===== config.mk =====
export PLATFORM = sky130hd
export DESIGN_NAME = fcsu_top
export DESIGN_NICKNAME = d
export VERILOG_FILES = /design/src/core/fcsu_top.v
export VERILOG_INCLUDE_DIRS = /design/src /design/src/core
export SDC_FILE = /design/constraint.sdc
export NUM_CORES = 1
export LEC_CHECK = 0
export BUFFER_PORTS_ARGS = -buffer_cell sky130_fd_sc_hd__buf_4
export CAP_MARGIN = 10
export CORE_MARGIN = 10
export CORE_UTILIZATION = 37
export CTS_BUF_LIST = sky130_fd_sc_hd__clkbuf_4
export DETAILED_ROUTE_END_ITERATION = 12
export PLACE_DENSITY = 0.6
export SLEW_MARGIN = 20
export SYNTH_ARGS = -nofsm -noshare
export SYNTH_HDL_FRONTEND = slang
export SYNTH_SLANG_ARGS = --single-unit

===== constraint.sdc =====
create_clock -name MCLK -period 5.45 [get_ports MCLK]
set_input_delay 0.2725 -clock MCLK [delete_from_list [all_inputs] [get_ports MCLK]]
set_output_delay 0.2725 -clock MCLK [all_outputs]
set_load 0.05 [all_outputs]

===== src/core/fcsu_defs.vh =====
// Constants for the flash command and status unit
`ifndef FCSU_DEFS_VH
`define FCSU_DEFS_VH
// Register byte offsets
`define FCSU_OFF_STATUS 12'h000
`define FCSU_OFF_COMMAND 12'h004
`define FCSU_OFF_CONFIG 12'h008
`define FCSU_OFF_PROTECT 12'h00c
`define FCSU_OFF_ARRAY 12'h010
`define FCSU_OFF_STOP 12'h014
// Status bit positions
`define FCSU_BIT_BEF 7
`define FCSU_BIT_CCF 6
`define FCSU_BIT_PVIOL 5
`define FCSU_BIT_ACCERR 4
`define FCSU_BIT_BLANK 2
// Config bit positions
`define FCSU_BIT_DIVSET 0
`define FCSU_BIT_KEYMODE 1
// Protect register fields
`define FCSU_BIT_OPEN 0
`define FCSU_BIT_PDIS 1
`define FCSU_PROT_LO_MSB 15
`define FCSU_PROT_LO_LSB 8
// Command codes
`define FCSU_CMD_BLANK 8'h05
`define FCSU_CMD_BYTE 8'h20
`define FCSU_CMD_BURST 8'h25
`define FCSU_CMD_PAGE 8'h40
`define FCSU_CMD_WHOLE 8'h41
// Key window bounds
`define FCSU_KEY_LO 16'hffb0
`define FCSU_KEY_HI 16'hffb7
// Array write word: address field starts here
`define FCSU_ADDR_LSB 16
// Count value on the last busy cycle
`define FCSU_CNT_LAST 16'd1
// Reset values
`define FCSU_RST_PROTECT 32'h0000_0003
`define FCSU_RST_CMD 8'h00
// Busy times in cycles
`define FCSU_T_BYTE 16'd45
`define FCSU_T_BURST 16'd20
`define FCSU_T_PAGE 16'd4000
`define FCSU_T_WHOLE 16'd20000
`define FCSU_T_BLANK 16'd64
// AHB transfer type
`define FCSU_HTRANS_NONSEQ 2'b10
`endif


===== src/core/fcsu_top.v =====
// Flash command launch and status unit with AHB-Lite register slave
//
// Our own choices: register access over AHB-Lite and the register offsets.
`timescale 1ns/1ps
// Function
// - Status bits 3,1,0 read zero, unwritable
// - Writing one to empty flag launches command
// - Empty flag sets on burst handoff
// - Only burst commands queue behind busy
// - Empty flag zero means buffer full
// - Complete flag sets when idle, empty
// - Complete clears on valid launch, unwritable
// - Protected target sets violation, discards command
// - Violation clears only by writing one
// - Access error for sequence, divider, stop
// - Access error cleared by writing one
// - Blank check sets blank when erased
// - Blank clears on valid launch, unwritable
// - Blank one means array all FF
// - Decode 05 blank, 20 byte program
// - Decode 25 as burst byte program
// - Decode 40 page, 41 whole erase
// - Unknown codes give access error
// - Key window writes start sequence only outside key mode
// - Open bit zero protects whole array
//
// Register map, one 32-bit word per register, data in the low bits:
//   status   flags: empty, complete, violation, access error, blank
//   command  8-bit command code, loaded before the launch write
//   config   bit 0 divider set, bit 1 key-write mode
//   protect  bit 0 open, bit 1 protection disable, [15:8] start page
//   array    array write: [31:16] target address, [7:0] data byte
//   stop     any write while a command runs models stop entry
//
// Software flow: array write, command write, then write one to the
// empty flag. Anything else raises the access error and is dropped.
// Only burst programs may sit in the one-deep command buffer behind a
// running burst; every other code is refused while the array is busy.
//
// Limitation: busy times are fixed cycle counts, not a model of the
// real array timing, so software must poll the complete flag.
//
`include "fcsu_defs.vh"
module fcsu_top #(
   parameter ADDR_W = 16
) (
   input wire MCLK,
   input wire SYS_RST,
   input wire HSEL,
   input wire [31:0] HADDR,
   input wire [1:0] HTRANS,
   input wire HWRITE,
   input wire [2:0] HSIZE,
   input wire [31:0] HWDATA,
   input wire HREADY,
   output wire [31:0] HRDATA,
   output wire HREADYOUT,
   output wire HRESP,
   output wire ARRAY_START,
   output wire [7:0] ARRAY_CMD,
   output wire [ADDR_W-1:0] ARRAY_ADDR,
   output wire [7:0] ARRAY_DATA,
   input wire ARRAY_ERASED,
   output wire ARRAY_BUSY
);
   // Sequence phases
   localparam SEQ_IDLE = 2'd0;
   localparam SEQ_DATA = 2'd1;
   localparam SEQ_CMD = 2'd2;

   ////////////////////////////////////////////////////////////////////////////
   // Command helpers
   // Decoding is shared by the launch checks and the queue handoff, so it
   // lives in functions to keep both paths in step.
   // Legal code set
   function is_legal;
      input [7:0] c;
      begin
         is_legal = (c == `FCSU_CMD_BLANK) || (c == `FCSU_CMD_BYTE) ||
            (c == `FCSU_CMD_BURST) || (c == `FCSU_CMD_PAGE) || (c == `FCSU_CMD_WHOLE);
      end
   endfunction

   function is_modify;
      input [7:0] c;
      begin
         is_modify = (c != `FCSU_CMD_BLANK);
      end
   endfunction

   function [15:0] busy_time;
      input [7:0] c;
      begin
         case (c)
            `FCSU_CMD_BLANK: busy_time = `FCSU_T_BLANK;
            `FCSU_CMD_BYTE: busy_time = `FCSU_T_BYTE;
            `FCSU_CMD_BURST: busy_time = `FCSU_T_BURST;
            `FCSU_CMD_PAGE: busy_time = `FCSU_T_PAGE;
            default: busy_time = `FCSU_T_WHOLE;
         endcase
      end
   endfunction

   ////////////////////////////////////////////////////////////////////////////
   // AHB-Lite address phase capture
   // Only the low offset bits are kept; upper address bits are not decoded,
   // so the register set aliases across the whole slave window.
   reg wr_pend;
   reg [11:0] a_off;
   wire take = HSEL && HREADY && (HTRANS == `FCSU_HTRANS_NONSEQ);

   always @(posedge MCLK) begin
      if (SYS_RST) begin
         wr_pend <= 1'b0;
         a_off <= 12'h000;
      end else begin
         wr_pend <= take && HWRITE;
         if (take) begin
            a_off <= HADDR[11:0];
         end
      end
   end

   // Zero wait states, always OKAY
   assign HREADYOUT = 1'b1;
   assign HRESP = 1'b0;

   wire wr_status = wr_pend && (a_off == `FCSU_OFF_STATUS);
   wire wr_cmd = wr_pend && (a_off == `FCSU_OFF_COMMAND);
   wire wr_cfg = wr_pend && (a_off == `FCSU_OFF_CONFIG);
   wire wr_prot = wr_pend && (a_off == `FCSU_OFF_PROTECT);
   wire wr_array = wr_pend && (a_off == `FCSU_OFF_ARRAY);
   wire wr_stop = wr_pend && (a_off == `FCSU_OFF_STOP);

   ////////////////////////////////////////////////////////////////////////////
   // Control registers
   // Divider and protection setup are plain read/write here; they stand in
   // for the real clock and protection blocks, which sit outside this unit.
   // Protection resets open and disabled so a fresh part can be programmed.
   reg [7:0] cmd;
   reg div_set;
   reg key_mode;
   reg [31:0] protect;
   reg [ADDR_W-1:0] seq_addr;
   reg [7:0] seq_data;
   reg [1:0] seq;

   always @(posedge MCLK) begin
      if (SYS_RST) begin
         div_set <= 1'b0;
         key_mode <= 1'b0;
         protect <= `FCSU_RST_PROTECT;
      end else begin
         if (wr_cfg) begin
            div_set <= HWDATA[`FCSU_BIT_DIVSET];
            key_mode <= HWDATA[`FCSU_BIT_KEYMODE];
         end
         if (wr_prot) begin
            protect <= HWDATA;
         end
      end
   end

   ////////////////////////////////////////////////////////////////////////////
   // Status flags, sequence tracker, execution engine
   // The engine holds one running command and at most one queued burst.
   // A launch is judged in the cycle of the status write data phase:
   // access errors win over protection, and a command that fails either
   // check never reaches the array. The empty flag is lowered by every
   // launch and raised again when the command is dropped, a burst starts or is handed over, or a command finishes.
   reg bef;
   reg pviol;
   reg accerr;
   reg blank;
   reg busy;
   reg [15:0] cnt;
   reg queued;
   reg [7:0] q_cmd;
   reg [ADDR_W-1:0] q_addr;
   reg [7:0] q_data;
   reg start;
   reg [7:0] run_cmd;
   reg [ADDR_W-1:0] run_addr;
   reg [7:0] run_data;

   wire [ADDR_W-1:0] prot_lo = {protect[`FCSU_PROT_LO_MSB:`FCSU_PROT_LO_LSB], {(ADDR_W-8){1'b0}}};
   wire whole_locked = !protect[`FCSU_BIT_OPEN];
   wire block_locked = !protect[`FCSU_BIT_PDIS] && (seq_addr >= prot_lo);
   wire launch = wr_status && HWDATA[`FCSU_BIT_BEF] && bef;
   // Key window takes key data only in key mode
   wire in_key = (seq_addr >= `FCSU_KEY_LO) && (seq_addr <= `FCSU_KEY_HI);
   wire key_write = wr_array && key_mode && (HWDATA[31:16] >= `FCSU_KEY_LO) &&
      (HWDATA[31:16] <= `FCSU_KEY_HI);
   wire seq_bad = (seq != SEQ_CMD) || !div_set || (key_mode && in_key);
   wire cmd_bad = !is_legal(cmd);
   wire busy_bad = busy && !(cmd == `FCSU_CMD_BURST && run_cmd == `FCSU_CMD_BURST);
   wire acc_hit = launch && (seq_bad || cmd_bad || busy_bad);
   wire prot_hit = launch && !acc_hit && is_modify(cmd) &&
      (whole_locked || block_locked);
   wire good = launch && !acc_hit && !prot_hit;
   wire stop_hit = wr_stop && busy;
   // Last busy cycle; the next edge idles or hands over the queue, but a burst queued in this cycle holds it one cycle more
   wire finish = busy && (cnt == `FCSU_CNT_LAST);

   ////////////////////////////////////////////////////////////////////////////
   // Sequence tracker
   // Remembers how far software got through data, command, launch.
   // A command write without a fresh array write drops back to idle,
   // so a stale address can never be launched a second time.

   always @(posedge MCLK) begin
      if (SYS_RST) begin
         cmd <= `FCSU_RST_CMD;
         seq <= SEQ_IDLE;
         seq_addr <= {ADDR_W{1'b0}};
         seq_data <= 8'h00;
      end else begin
         if (wr_array && !key_write) begin
            seq <= SEQ_DATA;
            seq_addr <= HWDATA[`FCSU_ADDR_LSB +: ADDR_W];
            seq_data <= HWDATA[7:0];
         end else if (wr_cmd) begin
            cmd <= HWDATA[7:0];
            seq <= (seq == SEQ_DATA) ? SEQ_CMD : SEQ_IDLE;
         end else if (launch) begin
            seq <= SEQ_IDLE;
         end
      end
   end

   ////////////////////////////////////////////////////////////////////////////
   // Flags and execution
   // Sticky error flags let a hardware set beat a same-cycle software clear,
   // so an error raised by the very write that clears it is never lost.
   // Stop entry aborts both the running and the queued command at once.
   always @(posedge MCLK) begin
      if (SYS_RST) begin
         bef <= 1'b1;
         pviol <= 1'b0;
         accerr <= 1'b0;
         blank <= 1'b0;
         busy <= 1'b0;
         cnt <= 16'd0;
         queued <= 1'b0;
         q_cmd <= 8'h00;
         q_addr <= {ADDR_W{1'b0}};
         q_data <= 8'h00;
         start <= 1'b0;
         run_cmd <= 8'h00;
         run_addr <= {ADDR_W{1'b0}};
         run_data <= 8'h00;
      end else begin
         start <= 1'b0;
         if (prot_hit) begin
            pviol <= 1'b1;
         end else if (wr_status && HWDATA[`FCSU_BIT_PVIOL]) begin
            pviol <= 1'b0;
         end
         if (acc_hit || stop_hit) begin
            accerr <= 1'b1;
         end else if (wr_status && HWDATA[`FCSU_BIT_ACCERR]) begin
            accerr <= 1'b0;
         end
         if (good) begin
            blank <= 1'b0;
         end else if (finish && run_cmd == `FCSU_CMD_BLANK) begin
            blank <= ARRAY_ERASED;
         end
         if (launch) begin
            bef <= 1'b0;
         end
         if (stop_hit) begin
            busy <= 1'b0;
            queued <= 1'b0;
            bef <= 1'b1;
            cnt <= 16'd0;
         end else if (good && !busy) begin
            busy <= 1'b1;
            start <= 1'b1;
            run_cmd <= cmd;
            run_addr <= seq_addr;
            run_data <= seq_data;
            cnt <= busy_time(cmd);
            bef <= (cmd == `FCSU_CMD_BURST) ? 1'b1 : 1'b0;
         end else if (good) begin
            queued <= 1'b1;
            q_cmd <= cmd;
            q_addr <= seq_addr;
            q_data <= seq_data;
         end else if (finish && queued) begin
            queued <= 1'b0;
            start <= 1'b1;
            run_cmd <= q_cmd;
            run_addr <= q_addr;
            run_data <= q_data;
            cnt <= busy_time(q_cmd);
            bef <= 1'b1;
         end else if (finish) begin
            busy <= 1'b0;
            cnt <= 16'd0;
            bef <= 1'b1;
         end else if (busy) begin
            cnt <= cnt - 16'd1;
         end
         // Discarded command leaves buffer empty, even while busy
         if (acc_hit || prot_hit) begin
            bef <= 1'b1;
         end
      end
   end

   ////////////////////////////////////////////////////////////////////////////
   // Read data
   // Decoded from the address phase and registered, so HRDATA comes from a
   // flip-flop. Trade-off: a read pipelined right behind a status write sees
   // the flags as they stood before that write lands.
   // Complete derived from idle and empty
   wire ccf = bef && !busy && !queued;
   wire rd_take = take && !HWRITE;
   reg [31:0] rdata;
   reg [31:0] next_rdata;

   // Register mux on the incoming address
   always @* begin
      next_rdata = 32'h0000_0000;
      case (HADDR[11:0])
         `FCSU_OFF_STATUS: next_rdata[7:0] = {bef, ccf, pviol, accerr, 1'b0, blank, 2'b00};
         `FCSU_OFF_COMMAND: next_rdata[7:0] = cmd;
         `FCSU_OFF_CONFIG: next_rdata[1:0] = {key_mode, div_set};
         `FCSU_OFF_PROTECT: next_rdata = protect;
         default: next_rdata = 32'h0000_0000;
      endcase
   end

   // Read word is valid only in a read data phase, zero otherwise
   always @(posedge MCLK) begin
      if (SYS_RST) begin
         rdata <= 32'h0000_0000;
      end else if (rd_take) begin
         rdata <= next_rdata;
      end else begin
         rdata <= 32'h0000_0000;
      end
   end

   ////////////////////////////////////////////////////////////////////////////
   // Outputs
   // All array-side outputs are registered copies of the running command.
   assign HRDATA = rdata;
   assign ARRAY_START = start;
   assign ARRAY_CMD = run_cmd;
   assign ARRAY_ADDR = run_addr;
   assign ARRAY_DATA = run_data;
   assign ARRAY_BUSY = busy;
endmodule


**Yosys cells after proc, flatten, opt, wreduce, memory -nomap -nowiden**

Index checks and enable logic that the tools add are counted.

- Word-level logic and storage cells: 183
- Input port bits: 75
- Latch bits: 0
- Bits in registers: 200
- RAM bits: 0
- Memory bits (read-only): 0
- Output and inout bits: 68
- Memories: 0

- Mux-type cells: 41
- Multipliers: 0
- $lt $le $gt $ge: 5
- Bitwise logic cells: 5
- Shift operators: 0
- Eq/ne operators: 26
- Reduce and logical (&&, ||, !) cells: 79
- Div/mod/pow operators: 0
- Add/sub/neg operators: 1

Operators by type and width:

| cell | count |
|---|---|
| 2-to-1 mux 16 bit | 8 |
| one-hot mux 15 bit (4 select lines) | 2 |
| equality test 12 x 4 -> 1 bit (second input constant) | 4 |
| 2-to-1 mux 8 bit | 6 |
| equality test 8 x 6 -> 1 bit (second input constant) | 5 |
| logical AND 1 bit | 35 |
| greater-or-equal comparator 16 bit (second input constant) | 2 |
| <= comparator 16 bit (second input constant) | 2 |
| equality test 12 x 3 -> 1 bit (second input constant) | 2 |
| equality test 12 x 5 -> 1 bit (second input constant) | 2 |
| equality test 8 x 3 -> 1 bit (second input constant) | 3 |
| equality test 8 x 7 -> 1 bit (second input constant) | 3 |
| zero test 12 bit | 2 |
| 2-to-1 mux 1 bit | 20 |
| one-hot mux 6 bit (3 select lines) | 1 |
| equality test 16 x 1 -> 1 bit (second input constant) | 1 |
| greater-or-equal comparator 16 bit | 1 |
| subtractor 16 x 1 -> 16 bit (second input constant) | 1 |
| nonzero test 2 bit | 6 |
| zero test 1 bit | 11 |
| logical OR 1 bit | 11 |
| AND reduction 3 bit | 3 |
| inequality test 8 x 3 -> 1 bit (second input constant) | 1 |
| OR reduction 2 bit | 4 |
| other kinds (11) | 21 |

**Depth between registers and ports, before layout**

Gate-level depths: netlist of run 1.

- Depth in word-level cells: 18
- Gate-level depth with buffers: 12
- Depth with buffers taken out: 9

**Worst setup path before layout of run 1**

No wires, ideal clock.

- Path kind: register to register
- Start: register cmd[1]
- End: register q_addr[10]
- Slack: 2817 ps
- Path buffers: 1
- Data required time: 5311 ps
- Library setup time: 139 ps
- Data arrival time: 2494 ps
- Cell stages (with the launch flop): 9
- Period minus slack after synthesis: 2633 ps
- Path through: dfxtp_1 or4_4 or3b_4 o31a_4 a2111oi_1 nand2_1 buf_2 nand2_1 a21oi_2

- Word-level cells in the longest chain between the ends: 18
- Elaborated cells on any way between the ends: 26
- Those cells by class: eq/ne: 6; bitwise: 1; reduce/logical: 19

Ends and longest elaborated chain:

| what | line | source |
|---|---|---|
| start, declared | fcsu_top.v:140 | `reg [7:0] cmd;` |
| start signal, assigned | fcsu_top.v:213 | `` cmd <= `FCSU_RST_CMD; `` |
| start signal, assigned | fcsu_top.v:223 | `cmd <= HWDATA[7:0];` |
| equality test 8 x 3 -> 1 bit / equality test 8 x 6 -> 1 bit (equally long branches) | -- |  |
| logical OR 1 bit (4 in series) | fcsu_top.v:79 | `` is_legal = (c == `FCSU_CMD_BLANK) \|\| (c == `FCSU_CMD_BYTE) \|\| `` |
| zero test 1 bit | fcsu_top.v:195 | `wire cmd_bad = !is_legal(cmd);` |
| logical OR 1 bit (2 in series) | fcsu_top.v:197 | `wire acc_hit = launch && (seq_bad \|\| cmd_bad \|\| busy_bad);` |
| logical AND 1 bit | fcsu_top.v:197 |  |
| zero test 1 bit | fcsu_top.v:198, fcsu_top.v:200 |  |
| logical AND 1 bit | fcsu_top.v:198, fcsu_top.v:200 |  |
| logical AND 1 bit (2 in series) | fcsu_top.v:198 | `wire prot_hit = launch && !acc_hit && is_modify(cmd) &&` |
| zero test 1 bit | fcsu_top.v:200 | `wire good = launch && !acc_hit && !prot_hit;` |
| logical AND 1 bit * | fcsu_top.v:200 |  |
| logical AND 1 bit | fcsu_top.v:277 | `end else if (good && !busy) begin` |
| inverter 1 bit (no source line) | -- |  |
| AND reduction 3 bit (no source line) * | -- |  |
| end signal, assigned | fcsu_top.v:246 | `q_addr <= {ADDR_W{1'b0}};` |
| end signal, assigned | fcsu_top.v:288 | `q_addr <= seq_addr;` |
| end, declared | fcsu_top.v:179 | `reg [ADDR_W-1:0] q_addr;` |

Every way passes the cells marked *; elsewhere a longest branch is shown, timed or not.
A chain may end at the register's enable or synchronous reset.

**Worst setup path after layout of run 1**

- Start: register cnt[6]
- End: register run_addr[10] (netlist: ARRAY_ADDR[10])

- Word-level cells in the longest chain between the ends: 5

Ends and longest elaborated chain:

| what | line | source |
|---|---|---|
| start, declared | fcsu_top.v:176 | `reg [15:0] cnt;` |
| start signal, assigned | fcsu_top.v:283 | `cnt <= busy_time(cmd);` |
| start signal, assigned | fcsu_top.v:296 | `cnt <= busy_time(q_cmd);` |
| start signal, assigned | fcsu_top.v:303 | `cnt <= cnt - 16'd1;` |
| equality test 16 x 1 -> 1 bit (no source line) | -- |  |
| logical AND 1 bit | fcsu_top.v:203 | `` wire finish = busy && (cnt == `FCSU_CNT_LAST); `` |
| logical AND 1 bit | fcsu_top.v:290 | `end else if (finish && queued) begin` |
| nonzero test 2 bit (no source line) | -- |  |
| AND reduction 3 bit (no source line) | -- |  |
| end signal, assigned | fcsu_top.v:250 | `run_addr <= {ADDR_W{1'b0}};` |
| end signal, assigned | fcsu_top.v:281 | `run_addr <= seq_addr;` |
| end signal, assigned | fcsu_top.v:294 | `run_addr <= q_addr;` |
| end, declared | fcsu_top.v:183 | `reg [ADDR_W-1:0] run_addr;` |

Every way passes these cells.

==> flow_summary_export.csv, run 1 <==
group,metric,value,unit
power_and_ir_drop,combPwrFrac,4.9,%
critical_path,path_class,"reg2reg",
sta,fmax,0.276,GHz
cts,cts.repair.resized,0,
power_and_ir_drop,power.switching,0.000641,W
routing,drt_iter0_markers,460,
cts,cts_made_buffers,17,
placed_design,gp_congestion,0.871,
placed_design,placedCellCount,1402,
sta,fin_hold_ws,0.211,ns
yosys,synth_ff_type,"dfxtp_1",
power_and_ir_drop,power_frac_clock,34.3,%
die,core-area,23300,µm²
die,num_rows,56,
routing,dr.pass1.iters,5,
job,drv_cap,0,
critical_path,crit_required,5.98,ns
sta,setup_slack,1.83,ns
sta,hold_viol_final,0,
cts,clk_latency,0.60,ns
die,design.die.area,30000,µm²
critical_path,critPathLaunchType,"register",
cts,cts_hold_buf,46,
routing,totalWireLength,24.4,mm
yosys,syn_nets,1107,
cts,post_cts_buffers,0,
yosys,syn_avg_cell_area,8.50,µm²
sta,tightest_slew,1.07,ns
final_layout,final_cells,1481,
status,outcome,"completed",
die,die_w,173,µm
global_routing,grt_first_pass_wirelength,39.7,mm
final_layout,area_delta_synth_final,20.6,%
sta,period_share,66.5,%
sta,rsz0062_at_grt,"false",
global_routing,gr-total-overflow,0,
yosys,synthArstFlopShare,0,%
yosys,postSynthCellCount,1022,
cts,cts_sinks,200,
critical_path,cp-end-kind,"register",
cts,htreeDepth,4,
final_layout,drive_gt1_share,19.4,%
yosys,ys_ff_latch,200,
sta,fin_crit,3.62,ns
power_and_ir_drop,seq_power_share,60.8,%
cts,cts_root_buf,"clkbuf_4",
critical_path,crit_arrival,4.15,ns
yosys,synth_top_area_share,46.1,%
sta,drv_slew,0,
die,die_height,173,µm
yosys,synth_top_area_cell,"dfxtp_1",
routing,wl_per_cell,16.5,µm
power_and_ir_drop,switching_share,26.6,%
power_and_ir_drop,ir_worst_vdd,0.197,mV
yosys,synth_area_leaders,"dfxtp_1, nand2_1, a21oi_1",
sta,skew,0.0326,ns
sta,finalSetupTns,0,ns
final_layout,seq_area,4000,µm²
placed_design,place_worst_setup_slack,1.85,ns
yosys,synth-edff-count,0,
global_routing,grt_pass1_vias,7498,
yosys,synth_cell_types,74,
sta,setup-violations-final,0,
final_layout,final_nets,1233,
yosys,ys_seq_area_share,46.1,%
cts,clk_pin_slew,0.17,ns
final_layout,nFillCells,2401,
routing,viasPerCell,5.08,
cts,cts_tree,"done",
placed_design,numPortBuffers,117,
power_and_ir_drop,intPower,0.00177,W
hold_path,hp-class,"in2reg",
power_and_ir_drop,power.leakage,3.74,nW
final_layout,multi_input_area,4310,µm²
yosys,ys_warn_count,0,
cts,clk_path_buf_depth,2,
die,initial_core_util,37.4,%
yosys,netlist_area,8690,µm²
global_routing,grt_use_total,16.0,%
power_and_ir_drop,p_per_area,230,nW/µm²
placed_design,dp_hpwl,16.8,mm
sta,relSlewSlack,29.0,%
die,ioPinCount,143,
routing,drc,0,
routing,route.vias.total,7519,
routing,ant_nets,0,
critical_path,worst-path-max-fanout,30,
global_routing,grt_max_degree,80,
global_routing,antenna_found_initial,1,
==> cells by family after synthesis <==
group           Yosys count  synth area share (%)
mux                      37                  4.31
compound gates          223                  17.7
other cells               2                0.0864
flops                   200                  46.1
fa+ha+maj                10                  1.44
xor+xnor                  4                 0.403
buf+inv                  79                  4.51
simple gates            467                  25.5
==> placed cells by master, fill, tap and decap left out, types with 14 or more instances in the layout <==
master	instances
nand2_1	226
dfxtp_1	200
buf_4	125
a21oi_1	117
nor2_1	76
dlygate4sd3_1	46
and2_1	34
mux2i_1	34
a211oi_2	26
nand3_1	24
nor3_1	19
o21ai_0	17
clkbuf_4	17
inv_1	14
==> flip-flops by register name, summed over array words and instances (netlist names), 2 cells and up <==
| signal | count |
|---|---|
| HRDATA | 32 |
| protect | 32 |
| ARRAY_ADDR | 16 |
| cnt | 16 |
| q_addr | 16 |
| seq_addr | 16 |
| a_off | 12 |
| ARRAY_CMD | 8 |
| ARRAY_DATA | 8 |
| cmd | 8 |
| q_cmd | 8 |
| q_data | 8 |
| seq_data | 8 |
| seq | 2 |
==> through the flow <==
step           cell area (µm²)  util (%)  total power (W)
6_report                 10500      45.0          0.00241
5_1_grt                  10500      45.0          0.00251
4_1_cts                  10500      45.0          0.00244
3_5_place_dp              9700      41.7          0.00159
3_3_place_gp              9700      41.7          0.00159
2_1_floorplan             8690         -          0.00154
==> layout make-up <==
class	count	share of cell area (%)
Antenna cell	1	0.0239
Clock buffer	17	1.22
Clock inverter	15	1.73
Inverter	15	0.537
Multi-Input combinational cell	743	41.1
Sequential cell	200	38.2
Tap cell	319	3.81
Timing Repair Buffer	171	13.4
==> worst max-delay path: stages (launching register included) <==
cell      delay (ns)
dfxtp_1         0.40
nor4_1          0.87
and4_1          0.32
buf_4           0.22
nand2_1         0.19
a31o_2          0.30
o21ai_4         0.51
buf_4           0.46
nor2_1          0.10
a211oi_2        0.19
==> cells in the mapped netlist, types with 3 or more instances <==
cell type,count
nand2_1,226
dfxtp_1,200
a21oi_1,117
nor2_1,76
clkbuf_1,40
and2_1,34
mux2i_1,34
a211oi_2,26
nand3_1,24
nor3_1,19
o21ai_0,17
inv_1,14
a31oi_1,13
a21oi_2,11
nand2_2,11
ha_1,10
buf_2,9
nand2b_1,9
nand4_1,9
nor4_1,9
nand3b_1,8
buf_4,7
nor2b_1,6
o211ai_1,6
and3_1,5
or4_1,5
a31o_2,4
and4_1,4
buf_6,4
and3b_1,3
mux2_2,3
nor4bb_1,3
or3_1,3
==> power by group through the flow <==
stage / logic, W / registers (W) / clock network (W)
CTS: 0.000116 / 0.00147 / 0.000853
finish: 0.000117 / 0.00147 / 0.000828
detailed placement: 0.0000885 / 0.00150 / 0
global route: 0.000126 / 0.00147 / 0.000910
global placement: 0.0000889 / 0.00150 / 0
floorplan: 0.0000407 / 0.00150 / 0
==> path summary, 6_finish.rpt <==
path                     from        endpoint  slack [ns]  depth (start not counted)
setup reg to reg       cnt[6]  ARRAY_ADDR[10]        1.83                          9
hold / removal        SYS_RST     ARRAY_START        0.21                          2
hold reg to reg   protect[26]     protect[26]        0.46                          2
setup / recovery       cnt[6]  ARRAY_ADDR[10]        1.83                          9
==> per-layer routing <==
layer  vias to the layer above  track usage [%]  wire length (µm)
met4                         0             3.81               273
li1                       3782                -                 -
met2                       160             28.7             12400
met1                      3554             18.9             10600
met3                        23             3.64              1050
met5                         -                0                 0
(Power assumes the default switching activity.)
==> inputs of run 2 (changes only) <==
--- a/config.mk
+++ b/config.mk
@@ -12,7 +12,7 @@
 export CORE_UTILIZATION = 37
 export CTS_BUF_LIST = sky130_fd_sc_hd__clkbuf_4
 export DETAILED_ROUTE_END_ITERATION = 12
-export PLACE_DENSITY = 0.6
+export PLACE_DENSITY = 0.62
 export SLEW_MARGIN = 20
 export SYNTH_ARGS = -nofsm -noshare
 export SYNTH_HDL_FRONTEND = slang
==> constraint.sdc (replaced) <==
create_clock -name MCLK -period 3.1 [get_ports MCLK]
set_input_delay 0.155 -clock MCLK [delete_from_list [all_inputs] [get_ports MCLK]]
set_output_delay 0.155 -clock MCLK [all_outputs]
set_load 0.05 [all_outputs]
==> run 2 against run 1 <==
Clock skew down 0.0053 ns. Non-clock buffer count is 29 higher. Sequential share of layout area fell by 1.1 points. Critical path depth is 1 lower. Die area did not move. Routed wire length shrank 1.0%. Cell count up 1.9%. Worst setup slack worse by 1.7 ns. Highest routed layer unchanged. Clock power grew 70%. Count of clock-buffer cells in the layout stayed put. Core utilization increased by 1.3 points.
==> flow_summary_export.csv, run 2 (synthesis gave the netlist of run 1 again) <==
group,metric,value,unit
global_routing,gr-total-overflow,0,
sta,hold_viol_final,0,
sta,fmax,0.339,GHz
final_layout,drive_gt1_share,21.5,%
sta,period_share,95.2,%
routing,drt_iter0_markers,483,
critical_path,path_class,"reg2reg",
die,initial_core_util,37.4,%
critical_path,worst-path-max-fanout,24,
cts,cts_root_buf,"clkbuf_4",
job,drv_cap,0,
routing,totalWireLength,24.1,mm
placed_design,place_worst_setup_slack,0.114,ns
critical_path,startpoint,"cmd[1]",
cts,post_cts_buffers,0,
global_routing,grt_use_total,15.9,%
power_and_ir_drop,p_per_area,389,nW/µm²
final_layout,diodes,0,
critical_path,crit_arrival,3.41,ns
die,ioPinCount,143,
routing,wl_per_cell,16.0,µm
global_routing,grt_first_pass_wirelength,39.5,mm
routing,drc,0,
final_layout,final_cell_area,10800,µm²
die,die_height,173,µm
critical_path,ff2ff_path_depth,8,
global_routing,grt_pass1_vias,7535,
final_layout,area_delta_synth_final,24.1,%
hold_path,hold_start,"SYS_RST",
sta,setup_slack,0.148,ns
sta,drv_slew,0,
power_and_ir_drop,power.leakage,3.90,nW
final_layout,nFillCells,2315,
routing,route.vias.total,7612,
status,outcome,"completed",
critical_path,r2r-start,"cmd[1]",
sta,rsz0062_at_grt,"false",
placed_design,postPlaceCellArea,9970,µm²
global_routing,antenna_found_initial,0,
sta,setup-violations-final,0,
cts,cts_sinks,200,
final_layout,final_cell_mix,"nand2_1, dfxtp_1, buf_4",
cts,cts_made_buffers,17,
final_layout,multi_input_area,4330,µm²
routing,viasPerCell,5.04,
die,core-area,23300,µm²
routing,dr.pass1.iters,7,
global_routing,grt_max_degree,78,
critical_path,crit_required,3.55,ns
cts,cts_tree,"done",
critical_path,endpoint,"q_addr[4]",
sta,tightest_slew,0.957,ns
placed_design,gp_congestion,0.877,
cts,htreeDepth,4,
sta,fin_crit,2.95,ns
placed_design,dp_hpwl,17.0,mm
hold_path,hp-class,"in2reg",
critical_path,cp-end-kind,"register",
final_layout,final_nets,1262,
die,design.die.area,30000,µm²
cts,clk_latency,0.60,ns
cts,clk_pin_slew,0.18,ns
power_and_ir_drop,ir_worst_vdd,0.307,mV
critical_path,reg2reg_to,"q_addr[4]",
routing,ant_nets,0,
die,num_rows,56,
sta,skew,0.0273,ns
final_layout,post-route-util,46.4,%
final_layout,mostFrequentLayoutCell,"nand2_1",
placed_design,numPortBuffers,117,
power_and_ir_drop,finalPower,0.00420,W
final_layout,seq_area,4000,µm²
critical_path,critPathLaunchType,"register",
die,die_w,173,µm
critical_path,reg2reg_slack,0.15,ns
sta,relSlewSlack,36.2,%
sta,finalSetupTns,0,ns
cts,clk_path_buf_depth,2,
## run 2: metrics by stage
| step | hold slack [ns] | cells |
|---|---|---|
| 3_3_place_gp | 0.401 | 1429 |
| 2_1_floorplan | 0.277 | 1022 |
| 6_report | 0.0442 | 1509 |
| 3_5_place_dp | 0.392 | 1429 |
| 4_1_cts | 0.0351 | 1509 |
| 5_1_grt | 0.0417 | 1509 |
## run 2: cell type report
cell class / instances / share of cell area (%)
flip-flops and latches: 200 / 37.1
inverters: 15 / 0.522
clock inverters: 15 / 1.68
well taps: 319 / 3.70
multi-input cells: 743 / 40.2
clock buffers: 17 / 1.18
repair buffers: 200 / 15.6
## run 2: worst max-delay path, cell delays in order (launching register included)
cell and delay, ns:
dfxtp_1 0.36, or4_4 0.59, or3b_4 0.40, o31a_4 0.38
a2111oi_1 0.57, nand2_1 0.11, buf_4 0.24, nand2_1 0.11
a21oi_2 0.05
## run 2: repair_timing
item                                   CTS  global route
setup endpoints to repair                0            31
hold buffers                            48             0
endpoints found under the hold margin   90             0
resized for setup                        0             4
## run 2: worst min path at each step
stage | endpoint | slack [ns] | cells after the start
global placement | wr_pend | 0.40 | 2
global route | HRDATA[5] | 0.04 | 5
detailed placement | wr_pend | 0.39 | 2
CTS | a_off[3] | 0.04 | 5
finish | HRDATA[7] | 0.04 | 5
floorplan | wr_pend | 0.28 | 1
## run 2: per-layer routing
metal	part of all wire, %	global-route usage, %	vias to the layer above
met1	44	19.2	3556
met5	0	0	-
met4	0.76	3.13	0
met2	50	28.1	209
li1	-	-	3831
met3	5.2	3.68	16
## run 2: where the power goes
part	internal [W]	switching (W)	leakage (nW)
combinational	0.0000981	0.000110	2.14
sequential	0.00258	0.00000184	1.61
clock	0.000381	0.00103	0.159
